===== src/design/avc_cfg.svh =====
// Constants for the audio volume and strap control block.
`ifndef AVC_CFG_SVH
`define AVC_CFG_SVH

// Register byte addresses.
`define AVC_ADDR_LEFT_GAIN    8'h00
`define AVC_ADDR_RIGHT_GAIN   8'h04
`define AVC_ADDR_MASTER_GAIN  8'h08
`define AVC_ADDR_CONTROL      8'h0C
`define AVC_ADDR_STATUS       8'h10
`define AVC_ADDR_W            8

// Control register fields.
`define AVC_CTRL_MUTE_BIT     0
`define AVC_CTRL_SRC_BIT      1
`define AVC_CTRL_MODE_BIT     2
`define AVC_CTRL_SRATE_LSB    8
`define AVC_CTRL_ARATE_LSB    12
`define AVC_RATE_W            4

// Status register fields.
`define AVC_STAT_HPD_BIT      0
`define AVC_STAT_CLK_BIT      1
`define AVC_STAT_SRC_BIT      2
`define AVC_STAT_MODE_BIT     3
`define AVC_STAT_MUTE_BIT     4
`define AVC_STAT_RAMP_LSB     16

// Gain codes and reset values.
`define AVC_GAIN_UNITY        8'h48
`define AVC_GAIN_POWERUP      8'hC0
`define AVC_GAIN_MIN_CODE     8'h00
`define AVC_GAIN_MAX_CODE     8'hFF
`define AVC_MASTER_RESET      8'h00
`define AVC_MASTER_HARD_MUTE  8'hFF
`define AVC_CTRL_RESET        32'h0000_0000

// Sample rate codes: 0 is 8 kHz up to 14 for 192 kHz, 8 is 48 kHz.
`define AVC_RATE_SERIAL_MAX   4'hE
`define AVC_RATE_ADC_MAX      4'h8

// Gain arithmetic: codes per 6 dB and the +36 dB headroom as a shift.
`define AVC_CODES_PER_SHIFT   9'h00C
`define AVC_HEADROOM_SHIFT    6
`define AVC_RAMP_SAMPLES      4096
`define AVC_RAMP_W            13
`define AVC_RAMP_SHIFT        12

// AXI responses.
`define AVC_RESP_OKAY         2'b00
`define AVC_RESP_SLVERR       2'b10

`endif


===== src/design/avc_pkg.sv =====
// Types shared by the audio volume and strap control block.
package avc_pkg;

  typedef logic signed [15:0] avc_sample_t;

  typedef struct packed {
    avc_sample_t left;
    avc_sample_t right;
  } avc_frame_t;

  typedef enum logic {
    AVC_SRC_ADC,
    AVC_SRC_SERIAL
  } avc_src_t;

  typedef enum logic {
    AVC_MODE_BINARY,
    AVC_MODE_PHASE
  } avc_mode_t;

endpackage


===== src/design/avc_stream_if.sv =====
// Valid/ready stream carrier between the control core and its buffer.
interface avc_stream_if;
  logic                valid;
  logic                ready;
  avc_pkg::avc_frame_t data;

  modport src (output valid, output data, input ready);
  modport snk (input valid, input data, output ready);
endinterface


===== src/design/avc_volume_ctrl.sv =====
// Audio volume, mute, source and strap control with an AXI4-Lite register slave.
`include "avc_cfg.svh"
module avc_volume_ctrl
(
  // Clock and reset
  input  wire logic                CLK,
  input  wire logic                NRST,
  // AXI4-Lite write address
  input  wire logic [31:0]         S_AXI_AWADDR,
  input  wire logic                S_AXI_AWVALID,
  output logic                     S_AXI_AWREADY,
  // AXI4-Lite write data
  input  wire logic [31:0]         S_AXI_WDATA,
  input  wire logic [3:0]          S_AXI_WSTRB,
  input  wire logic                S_AXI_WVALID,
  output logic                     S_AXI_WREADY,
  // AXI4-Lite write response
  output logic [1:0]               S_AXI_BRESP,
  output logic                     S_AXI_BVALID,
  input  wire logic                S_AXI_BREADY,
  // AXI4-Lite read address
  input  wire logic [31:0]         S_AXI_ARADDR,
  input  wire logic                S_AXI_ARVALID,
  output logic                     S_AXI_ARREADY,
  // AXI4-Lite read data
  output logic [31:0]              S_AXI_RDATA,
  output logic [1:0]               S_AXI_RRESP,
  output logic                     S_AXI_RVALID,
  input  wire logic                S_AXI_RREADY,
  // Strap and pulse pins
  input  wire logic                HOST_PORT_DISABLE,
  input  wire logic                CLOCK_SOURCE_SELECT,
  input  wire logic                SDA,
  input  wire logic                SCL,
  input  wire logic                FRAME_CLOCK_OUT_PIN,
  input  wire logic                BIT_CLOCK_OUT_PIN,
  input  wire logic                MUTE,
  // Audio sources
  input  wire avc_pkg::avc_frame_t SERIAL_FRAME,
  input  wire logic                SERIAL_VALID,
  input  wire avc_pkg::avc_frame_t ADC_FRAME,
  input  wire logic                ADC_VALID,
  output logic                     AUDIO_READY,
  // Audio to the modulator
  output avc_pkg::avc_frame_t      OUT_FRAME,
  output logic                     OUT_VALID,
  input  wire logic                OUT_READY,
  // Modulator and clocking controls
  output logic                     CLOCK_FROM_MASTER_PIN,
  output logic                     MODULATION_PHASE_SHIFT,
  output logic                     SOURCE_IS_SERIAL,
  output logic [3:0]               SERIAL_RATE,
  output logic [3:0]               ADC_RATE
);

  localparam int SYNC_W = 7;
  localparam int HPD    = 0;
  localparam int CSEL   = 1;
  localparam int PDATA  = 2;
  localparam int PCLK   = 3;
  localparam int VUP    = 4;
  localparam int VDN    = 5;
  localparam int PMUTE  = 6;

  logic [SYNC_W-1:0]    sync1_reg;
  logic [SYNC_W-1:0]    sync2_reg;
  logic [SYNC_W-1:0]    sync3_reg;
  logic                 strap_mode;
  logic                 vol_up_edge;
  logic                 vol_dn_edge;
  logic                 vol_both;

  logic [7:0]           left_gain_reg;
  logic [7:0]           right_gain_reg;
  logic [7:0]           master_gain_reg;
  logic [31:0]          control_reg;
  logic [`AVC_RAMP_W-1:0] ramp_reg;

  logic [`AVC_ADDR_W-1:0] wr_addr_reg;
  logic [31:0]          wr_data_reg;
  logic [3:0]           wr_strb_reg;
  logic                 aw_got_reg;
  logic                 w_got_reg;
  logic                 wr_fire;
  logic                 wr_mapped;

  avc_pkg::avc_src_t    src_sel;
  avc_pkg::avc_mode_t   mode_sel;
  logic                 muted;
  logic                 in_valid;
  avc_pkg::avc_frame_t  in_frame;
  logic                 accept;

  avc_stream_if         core_s ();
  avc_stream_if         out_s ();

  // Saturating step of a gain code; a lower code is a louder setting.
  function automatic logic [7:0] step_gain(input logic [7:0] code, input logic louder);
    logic [7:0] res;
    res = code;
    if (louder && code != `AVC_GAIN_MIN_CODE)
      res = code - 8'h01;
    else if (!louder && code != `AVC_GAIN_MAX_CODE)
      res = code + 8'h01;
    return res;
  endfunction

  // Merge write strobes into a stored word, byte by byte.
  function automatic logic [31:0] merge(input logic [31:0] old, input logic [31:0] data,
                                        input logic [3:0] strb);
    logic [31:0] res;
    res = old;
    for (int i = 0; i < 4; i++)
      if (strb[i])
        res[8*i +: 8] = data[8*i +: 8];
    return res;
  endfunction

  // Clamp a sample rate code to the highest code the path supports.
  function automatic logic [3:0] clamp_rate(input logic [3:0] code, input logic [3:0] top);
    return (code > top) ? top : code;
  endfunction

  // Apply channel plus master attenuation and the soft mute ramp to one sample.
  // Gain is applied in 6 dB shifts; finer steps are carried in the codes only,
  // which keeps the path free of a dB table at the cost of coarse resolution.
  function automatic avc_pkg::avc_sample_t scale(input avc_pkg::avc_sample_t smp,
                                                 input logic [7:0] chan,
                                                 input logic [7:0] master,
                                                 input logic [`AVC_RAMP_W-1:0] ramp);
    logic [8:0]         atten;
    logic [8:0]         shift;
    logic signed [23:0] ext;
    logic signed [37:0] prod;
    logic signed [37:0] res;
    atten = {1'b0, chan} + {1'b0, master};
    shift = atten / `AVC_CODES_PER_SHIFT;
    ext   = 24'(smp) <<< `AVC_HEADROOM_SHIFT;
    ext   = ext >>> shift;
    prod  = 38'(ext) * 38'(signed'({1'b0, ramp}));
    res   = prod >>> `AVC_RAMP_SHIFT;
    if (master == `AVC_MASTER_HARD_MUTE)
      return 16'sh0000;
    else if (res > 38'sh0_0000_7FFF)
      return 16'sh7FFF;
    else if (res < -38'sh0_0000_8000)
      return -16'sh8000;
    else
      return res[15:0];
  endfunction

  // Register read decode.
  function automatic logic [31:0] read_word(input logic [`AVC_ADDR_W-1:0] addr);
    logic [31:0] res;
    res = '0;
    unique case (addr)
      `AVC_ADDR_LEFT_GAIN:   res[7:0] = left_gain_reg;
      `AVC_ADDR_RIGHT_GAIN:  res[7:0] = right_gain_reg;
      `AVC_ADDR_MASTER_GAIN: res[7:0] = master_gain_reg;
      `AVC_ADDR_CONTROL:     res      = control_reg;
      `AVC_ADDR_STATUS:
      begin
        res[`AVC_STAT_HPD_BIT]  = strap_mode;
        res[`AVC_STAT_CLK_BIT]  = CLOCK_FROM_MASTER_PIN;
        res[`AVC_STAT_SRC_BIT]  = SOURCE_IS_SERIAL;
        res[`AVC_STAT_MODE_BIT] = MODULATION_PHASE_SHIFT;
        res[`AVC_STAT_MUTE_BIT] = muted;
        res[`AVC_STAT_RAMP_LSB +: `AVC_RAMP_W] = ramp_reg;
      end
      default:               res = '0;
    endcase
    return res;
  endfunction

  function automatic logic is_mapped(input logic [`AVC_ADDR_W-1:0] addr);
    return addr == `AVC_ADDR_LEFT_GAIN || addr == `AVC_ADDR_RIGHT_GAIN ||
           addr == `AVC_ADDR_MASTER_GAIN || addr == `AVC_ADDR_CONTROL ||
           addr == `AVC_ADDR_STATUS;
  endfunction

  // Pin synchronisers; only the second stage and its delayed copy are read.
  always_ff @(posedge CLK)
  begin
    if (!NRST)
    begin
      sync1_reg <= '0;
      sync2_reg <= '0;
      sync3_reg <= '0;
    end
    else
    begin
      sync1_reg <= {MUTE, BIT_CLOCK_OUT_PIN, FRAME_CLOCK_OUT_PIN, SCL, SDA,
                    CLOCK_SOURCE_SELECT, HOST_PORT_DISABLE};
      sync2_reg <= sync1_reg;
      sync3_reg <= sync2_reg;
    end
  end

  assign strap_mode  = sync2_reg[HPD];
  assign vol_both    = sync2_reg[VUP] && sync2_reg[VDN];
  assign vol_up_edge = sync2_reg[VUP] && !sync3_reg[VUP];
  assign vol_dn_edge = sync2_reg[VDN] && !sync3_reg[VDN];

  // AXI4-Lite write channels; address and data are taken in either order.
  assign wr_fire   = aw_got_reg && w_got_reg && !S_AXI_BVALID;
  assign wr_mapped = is_mapped(wr_addr_reg);

  always_ff @(posedge CLK)
  begin
    if (!NRST)
    begin
      S_AXI_AWREADY <= 1'b1;
      S_AXI_WREADY  <= 1'b1;
      S_AXI_BVALID  <= 1'b0;
      S_AXI_BRESP   <= `AVC_RESP_OKAY;
      aw_got_reg    <= 1'b0;
      w_got_reg     <= 1'b0;
      wr_addr_reg   <= '0;
      wr_data_reg   <= '0;
      wr_strb_reg   <= '0;
    end
    else
    begin
      if (S_AXI_AWVALID && S_AXI_AWREADY)
      begin
        wr_addr_reg   <= S_AXI_AWADDR[`AVC_ADDR_W-1:0];
        aw_got_reg    <= 1'b1;
        S_AXI_AWREADY <= 1'b0;
      end
      if (S_AXI_WVALID && S_AXI_WREADY)
      begin
        wr_data_reg  <= S_AXI_WDATA;
        wr_strb_reg  <= S_AXI_WSTRB;
        w_got_reg    <= 1'b1;
        S_AXI_WREADY <= 1'b0;
      end
      if (wr_fire)
      begin
        aw_got_reg   <= 1'b0;
        w_got_reg    <= 1'b0;
        S_AXI_BVALID <= 1'b1;
        S_AXI_BRESP  <= wr_mapped ? `AVC_RESP_OKAY : `AVC_RESP_SLVERR;
      end
      if (S_AXI_BVALID && S_AXI_BREADY)
      begin
        S_AXI_BVALID  <= 1'b0;
        S_AXI_AWREADY <= 1'b1;
        S_AXI_WREADY  <= 1'b1;
      end
    end
  end

  // AXI4-Lite read channel; data are sampled at the address handshake.
  always_ff @(posedge CLK)
  begin
    if (!NRST)
    begin
      S_AXI_ARREADY <= 1'b1;
      S_AXI_RVALID  <= 1'b0;
      S_AXI_RDATA   <= '0;
      S_AXI_RRESP   <= `AVC_RESP_OKAY;
    end
    else if (S_AXI_ARVALID && S_AXI_ARREADY)
    begin
      S_AXI_ARREADY <= 1'b0;
      S_AXI_RVALID  <= 1'b1;
      S_AXI_RDATA   <= read_word(S_AXI_ARADDR[`AVC_ADDR_W-1:0]);
      S_AXI_RRESP   <= is_mapped(S_AXI_ARADDR[`AVC_ADDR_W-1:0]) ?
                       `AVC_RESP_OKAY : `AVC_RESP_SLVERR;
    end
    else if (S_AXI_RVALID && S_AXI_RREADY)
    begin
      S_AXI_RVALID  <= 1'b0;
      S_AXI_ARREADY <= 1'b1;
    end
  end

  // Channel volumes: pins own them while the host port is disabled.
  always_ff @(posedge CLK)
  begin
    if (!NRST)
    begin
      left_gain_reg  <= `AVC_GAIN_POWERUP;
      right_gain_reg <= `AVC_GAIN_POWERUP;
    end
    else if (strap_mode)
    begin
      if (vol_both)
      begin
        left_gain_reg  <= `AVC_GAIN_UNITY;
        right_gain_reg <= `AVC_GAIN_UNITY;
      end
      else if (vol_up_edge)
      begin
        left_gain_reg  <= step_gain(left_gain_reg, 1'b1);
        right_gain_reg <= step_gain(right_gain_reg, 1'b1);
      end
      else if (vol_dn_edge)
      begin
        left_gain_reg  <= step_gain(left_gain_reg, 1'b0);
        right_gain_reg <= step_gain(right_gain_reg, 1'b0);
      end
    end
    else if (wr_fire && wr_strb_reg[0])
    begin
      if (wr_addr_reg == `AVC_ADDR_LEFT_GAIN)
        left_gain_reg <= wr_data_reg[7:0];
      if (wr_addr_reg == `AVC_ADDR_RIGHT_GAIN)
        right_gain_reg <= wr_data_reg[7:0];
    end
  end

  // Master offset and control word.
  always_ff @(posedge CLK)
  begin
    if (!NRST)
    begin
      master_gain_reg <= `AVC_MASTER_RESET;
      control_reg     <= `AVC_CTRL_RESET;
    end
    else if (wr_fire)
    begin
      if (wr_addr_reg == `AVC_ADDR_MASTER_GAIN && wr_strb_reg[0])
        master_gain_reg <= wr_data_reg[7:0];
      if (wr_addr_reg == `AVC_ADDR_CONTROL)
      begin
        control_reg <= merge(control_reg, wr_data_reg, wr_strb_reg);
        control_reg[`AVC_CTRL_SRATE_LSB +: `AVC_RATE_W] <=
          clamp_rate(merge(control_reg, wr_data_reg, wr_strb_reg)
                     [`AVC_CTRL_SRATE_LSB +: `AVC_RATE_W], `AVC_RATE_SERIAL_MAX);
        control_reg[`AVC_CTRL_ARATE_LSB +: `AVC_RATE_W] <=
          clamp_rate(merge(control_reg, wr_data_reg, wr_strb_reg)
                     [`AVC_CTRL_ARATE_LSB +: `AVC_RATE_W], `AVC_RATE_ADC_MAX);
      end
    end
  end

  // Source and modulation mode come from the straps when the host port is off.
  always_comb
  begin
    if (strap_mode)
    begin
      src_sel  = sync2_reg[PDATA] ? avc_pkg::AVC_SRC_SERIAL : avc_pkg::AVC_SRC_ADC;
      mode_sel = sync2_reg[PCLK] ? avc_pkg::AVC_MODE_PHASE : avc_pkg::AVC_MODE_BINARY;
    end
    else
    begin
      src_sel  = control_reg[`AVC_CTRL_SRC_BIT] ? avc_pkg::AVC_SRC_SERIAL :
                                                  avc_pkg::AVC_SRC_ADC;
      mode_sel = control_reg[`AVC_CTRL_MODE_BIT] ? avc_pkg::AVC_MODE_PHASE :
                                                   avc_pkg::AVC_MODE_BINARY;
    end
  end

  assign muted = control_reg[`AVC_CTRL_MUTE_BIT] || sync2_reg[PMUTE];

  always_ff @(posedge CLK)
  begin
    if (!NRST)
    begin
      CLOCK_FROM_MASTER_PIN  <= 1'b0;
      MODULATION_PHASE_SHIFT <= 1'b0;
      SOURCE_IS_SERIAL       <= 1'b0;
      SERIAL_RATE            <= '0;
      ADC_RATE               <= '0;
    end
    else
    begin
      CLOCK_FROM_MASTER_PIN  <= sync2_reg[CSEL];
      MODULATION_PHASE_SHIFT <= (mode_sel == avc_pkg::AVC_MODE_PHASE);
      SOURCE_IS_SERIAL       <= (src_sel == avc_pkg::AVC_SRC_SERIAL);
      SERIAL_RATE            <= control_reg[`AVC_CTRL_SRATE_LSB +: `AVC_RATE_W];
      ADC_RATE               <= control_reg[`AVC_CTRL_ARATE_LSB +: `AVC_RATE_W];
    end
  end

  // The unselected source is not stalled: live audio is dropped, not queued.
  assign in_valid = (src_sel == avc_pkg::AVC_SRC_SERIAL) ? SERIAL_VALID : ADC_VALID;
  assign in_frame = (src_sel == avc_pkg::AVC_SRC_SERIAL) ? SERIAL_FRAME : ADC_FRAME;
  assign accept   = in_valid && core_s.ready;

  // Soft mute ramp moves one step per accepted sample in either direction.
  always_ff @(posedge CLK)
  begin
    if (!NRST)
      ramp_reg <= `AVC_RAMP_W'(`AVC_RAMP_SAMPLES);
    else if (accept)
    begin
      if (muted && ramp_reg != '0)
        ramp_reg <= ramp_reg - `AVC_RAMP_W'(1);
      else if (!muted && ramp_reg != `AVC_RAMP_W'(`AVC_RAMP_SAMPLES))
        ramp_reg <= ramp_reg + `AVC_RAMP_W'(1);
    end
  end

  assign core_s.valid      = in_valid;
  assign core_s.data.left  = scale(in_frame.left, left_gain_reg,
                                   master_gain_reg, ramp_reg);
  assign core_s.data.right = scale(in_frame.right, right_gain_reg,
                                   master_gain_reg, ramp_reg);

  avc_frame_buffer u_buffer
  (
    .CLK   (CLK),
    .NRST  (NRST),
    .in_s  (core_s),
    .out_s (out_s)
  );

  assign AUDIO_READY  = core_s.ready;
  assign OUT_VALID    = out_s.valid;
  assign OUT_FRAME    = out_s.data;
  assign out_s.ready  = OUT_READY;

endmodule


===== src/design/avc_frame_buffer.sv =====
// Two-entry buffer whose outputs and input ready all come from flip-flops.
module avc_frame_buffer
(
  // Clock and reset
  input wire logic     CLK,
  input wire logic     NRST,
  // Streams
  avc_stream_if.snk    in_s,
  avc_stream_if.src    out_s
);

  logic                head_valid_reg;
  logic                tail_valid_reg;
  avc_pkg::avc_frame_t head_reg;
  avc_pkg::avc_frame_t tail_reg;
  logic                push;
  logic                pop;

  assign push        = in_s.valid && !tail_valid_reg;
  assign pop         = head_valid_reg && out_s.ready;
  assign in_s.ready  = !tail_valid_reg;
  assign out_s.valid = head_valid_reg;
  assign out_s.data  = head_reg;

  // The tail slot absorbs the word in flight when the receiver stalls.
  always_ff @(posedge CLK)
  begin
    if (!NRST)
    begin
      head_valid_reg <= 1'b0;
      tail_valid_reg <= 1'b0;
      head_reg       <= '0;
      tail_reg       <= '0;
    end
    else
    begin
      if (pop || !head_valid_reg)
      begin
        if (tail_valid_reg)
        begin
          head_reg       <= tail_reg;
          head_valid_reg <= 1'b1;
          tail_valid_reg <= push;
          tail_reg       <= in_s.data;
        end
        else
        begin
          head_reg       <= in_s.data;
          head_valid_reg <= push;
        end
      end
      else if (push)
      begin
        tail_reg       <= in_s.data;
        tail_valid_reg <= 1'b1;
      end
    end
  end

endmodule


===== config.mk =====
export PLATFORM = sky130hd
export DESIGN_NAME = avc_volume_ctrl
export DESIGN_NICKNAME = d
export VERILOG_FILES = /design/src/design/avc_pkg.sv /design/src/design/avc_stream_if.sv /design/src/design/avc_volume_ctrl.sv /design/src/design/avc_frame_buffer.sv
export VERILOG_INCLUDE_DIRS = /design/src /design/src/design
export SDC_FILE = /design/constraint.sdc
export NUM_CORES = 2
export LEC_CHECK = 0
export BUFFER_PORTS_ARGS = -buffer_cell sky130_fd_sc_hd__buf_2
export CAP_MARGIN = 5
export CORE_MARGIN = 2
export CORE_UTILIZATION = 58
export DETAILED_ROUTE_END_ITERATION = 16
export PLACE_DENSITY = 0.8
export SLEW_MARGIN = 40
export SYNTH_ARGS = -nofsm -noshare
export SYNTH_HDL_FRONTEND = slang
export SYNTH_HIERARCHICAL = 1
export SYNTH_SLANG_ARGS = --single-unit

===== constraint.sdc =====
create_clock -name CLK -period 11.48 [get_ports CLK]
set_input_delay 1.722 -clock CLK [delete_from_list [all_inputs] [get_ports CLK]]
set_output_delay 1.722 -clock CLK [all_outputs]
set_load 0.02 [all_outputs]

==> metrics.md <==
| Metric | Value |
|---|---|
| DRC Markers | `0` |
| Post-Route Skew | `16.1 ps` |
| VDD IR-drop max | `366 uV` |
| Area of the multi-input gates | `31,100 sq um` |
| Drt wl/cell | `18.5 um` |
| Total clock sinks | `247` |
| Clk_lat worst skew | `570 ps` |
| #FFs+latches synth | `247` |
| CTS Buffer Depth | `3` |
| Crit path largest cell delay | `600 ps` |
| Core area | `64,700 sq um` |
| Die Wd | `260 um` |
| Most frequent cells after synthesis | `nand2_1, inv_1, fa_1, and2_1, dfxtp_1` |
| Worst EP arrival | `11,910 ps` |
| Total clock buffers created by CTS | `25` |
| Area added between synthesis and finish | `20.1%` |
| Tot Pwr | `10.1 mW` |
| Syn Area/Cell | `8.38 sq um` |
| DIE HEIGHT | `260 um` |
| DRT Pass-1 Iters | `6` |
| Mapped Area | `38,000 sq um` |
| Least-Margin Pin Slew | `836 ps` |
| Sequential fraction of the synthesis area | `0.130` |
| Global-route wire length before repair | `172,000 um` |
| Floorplan row count | `93` |
| Mapped Cells | `4,539` |
| Final Instance Area | `45,700 sq um` |
| Yosys warnings | `6` |
| Final TNS setup | `0 ps` |
| Placed cell areas | `42,300 sq um` |
| Fin. max-slew vios | `0` |
| CTS clk-pin slew, worst paths | `70 ps` |
| Antenna violations before repair | `3` |
| Crit path from | `master_gain_reg[0]$_SDFFE_PN0P_` |
| Leakage dissipation | `22.2 nW` |
| Yosys top cell area share | `0.291` |
| Maxcap violations | `0` |
| Vias/cell | `5.80` |
| CP required | `11,990 ps` |
| DRT iter0 DRCs | `2,376` |
| RSZ-0062 raised after global routing | `true` |
| Worst hold path type | `flop to flop` |
| Gr ovfl total | `0` |
| CTS tree | `built` |
| Vias in the first global route | `34,400` |
| Gr usage total | `0.312` |
| Root Buffer | `clkbuf_16` |
| Critical path's slowest cell | `fa_2` |
| Routed WL | `109,000 um` |
| Final Hold Viols | `0` |
| Post-synth top flop | `dfxtp_1` |
| FMAX | `87.7 MHz` |
| PortBufs | `216` |
| Synth cell types | `116` |
| Synth area leaders | `fa_1, dfxtp_1, nand2_1` |
| Layout Nets | `5,970` |
| Asr flop ratio synth | `0` |
| Initial core utilization | `0.588` |
| Outcome | `completed` |
| Gpl congestion | `0.944` |
| CP Class | `flop to flop` |
| PwrDens | `221 nW/um^2` |
| Area leader, netlist | `fa_1` |
| Fillers | `4,805` |
| Slew headroom | `0.442` |
| # IOs | `267` |
| Origin of the critical flop-to-flop path | `master_gain_reg[0]$_SDFFE_PN0P_` |
| Count leader, synth | `nand2_1` |
| Worst-path fanout max | `8` |
| Largest net degree at the start of global routing | `117` |
| Post-synth EDFFs | `0` |
| Sequential cell area | `4960 sq um` |
| Crit end category | `flop` |
| Share of cells above drive strength 1 | `0.227` |
| Hold Startpoint | `sync2_reg[1]$_SDFF_PN0_` |
| Die Area | `67,600 sq um` |
| H-tree levels | `1` |
| DP HPWL | `81,700 um` |
| Via count | `34,200` |
| Post-layout util | `0.706` |
| Detail Route Antenna Nets | `0` |
| Worst setup SP type | `flop` |
| Final setup violating endpoints | `0` |
| Period minus WS final | `11,400 ps` |
| Most frequent CP cell | `nand2_1` |
| Final worst path period share | `0.993` |
[through the flow]
step	hold WS [ps]	setup WS (ps)	cells
after floorplan	412	151	4540
after global placement	415	-196	5770
after detailed placement	419	-364	5770
after CTS	435	-8.98	5818
after global routing	451	-323	5901
final	434	80.1	5901
[per-layer routing]
metal  share of wire  vias to the layer above  track usage
met5               0                        -            0
met4           0.058                        0        0.140
met3           0.077                      410       0.0412
met2            0.49                     1515        0.544
met1            0.37                    16700        0.384
li1                -                    15600            -
[power by group]
group          switching (mW)  internal, mW
Sequential             0.0810         0.980
Clock                   0.379         0.467
Combinational            4.62          3.56
Total                    5.08          5.01
[repair_timing]
| action | 4_1_cts | 5_1_grt |
|---|---|---|
| endpoints found under the setup margin | 59 | 62 |
| gates cloned | 0 | 8 |
| gates resized for setup | 48 | 377 |
| pin swaps | 6 | 227 |
| hold buffers | 0 | 0 |
| setup buffers | 2 | 76 |
[path summary, 6_finish.rpt]
| kind | endpoint | slack, ps | depth (start not counted) |
|---|---|---|---|
| hold reg to reg | sync3_reg[1]$_SDFF_PN0_ | 430 | 1 |
| hold / removal | sync3_reg[1]$_SDFF_PN0_ | 430 | 1 |
| setup reg to reg | u_buffer/out_s.data[19]$_SDFFE_PN0P_ | 80 | 52 |
| setup / recovery | u_buffer/out_s.data[19]$_SDFFE_PN0P_ | 80 | 52 |
[critical path: cells and delay by family, from the launching register on]
family	cells	cell delay [ps]
XOR/XNOR	1	360
AO/OA/AOI/OAI	16	2870
adder cells (fa/ha/maj)	9	4140
multiplexers	2	400
buffers and inverters	8	1020
AND/OR/NAND/NOR	16	2120
flip-flops	1	370
[cell type report]
class,instances,area share
inverters,683,0.0561
repair buffers,716,0.112
clock buffers,33,0.0155
clock inverters,13,0.00312
flip-flops and latches,247,0.109
diodes,2,0.000110
well taps,855,0.0234
multi-input cells,3352,0.681
[placed cells by master, fill, tap and decap left out, types with 62 or more instances in the layout]
cell type  synthesis  layout
a21boi_0         101     100
a21o_1            62      62
a21oi_1          148     112
and2_1           290     282
buf_2             22     218
buf_4             13     454
dfxtp_1          247     238
fa_1             553     523
ha_1             211     186
inv_1            683     661
mux2i_1          162     143
nand2_1          705     693
nand3_1           93      89
nor2_1           166     153
o21ai_0          134      94
xnor2_1           70      68
[kinds of logic after synthesis]
kind of cell,share of synthesized area
simple gates,0.190
buf+inv,0.0977
compound gates,0.148
fa+ha+maj,0.361
flops,0.130
mux,0.0486
xor+xnor,0.0243
other cells,0.0000986
(Power assumes the default switching activity.)
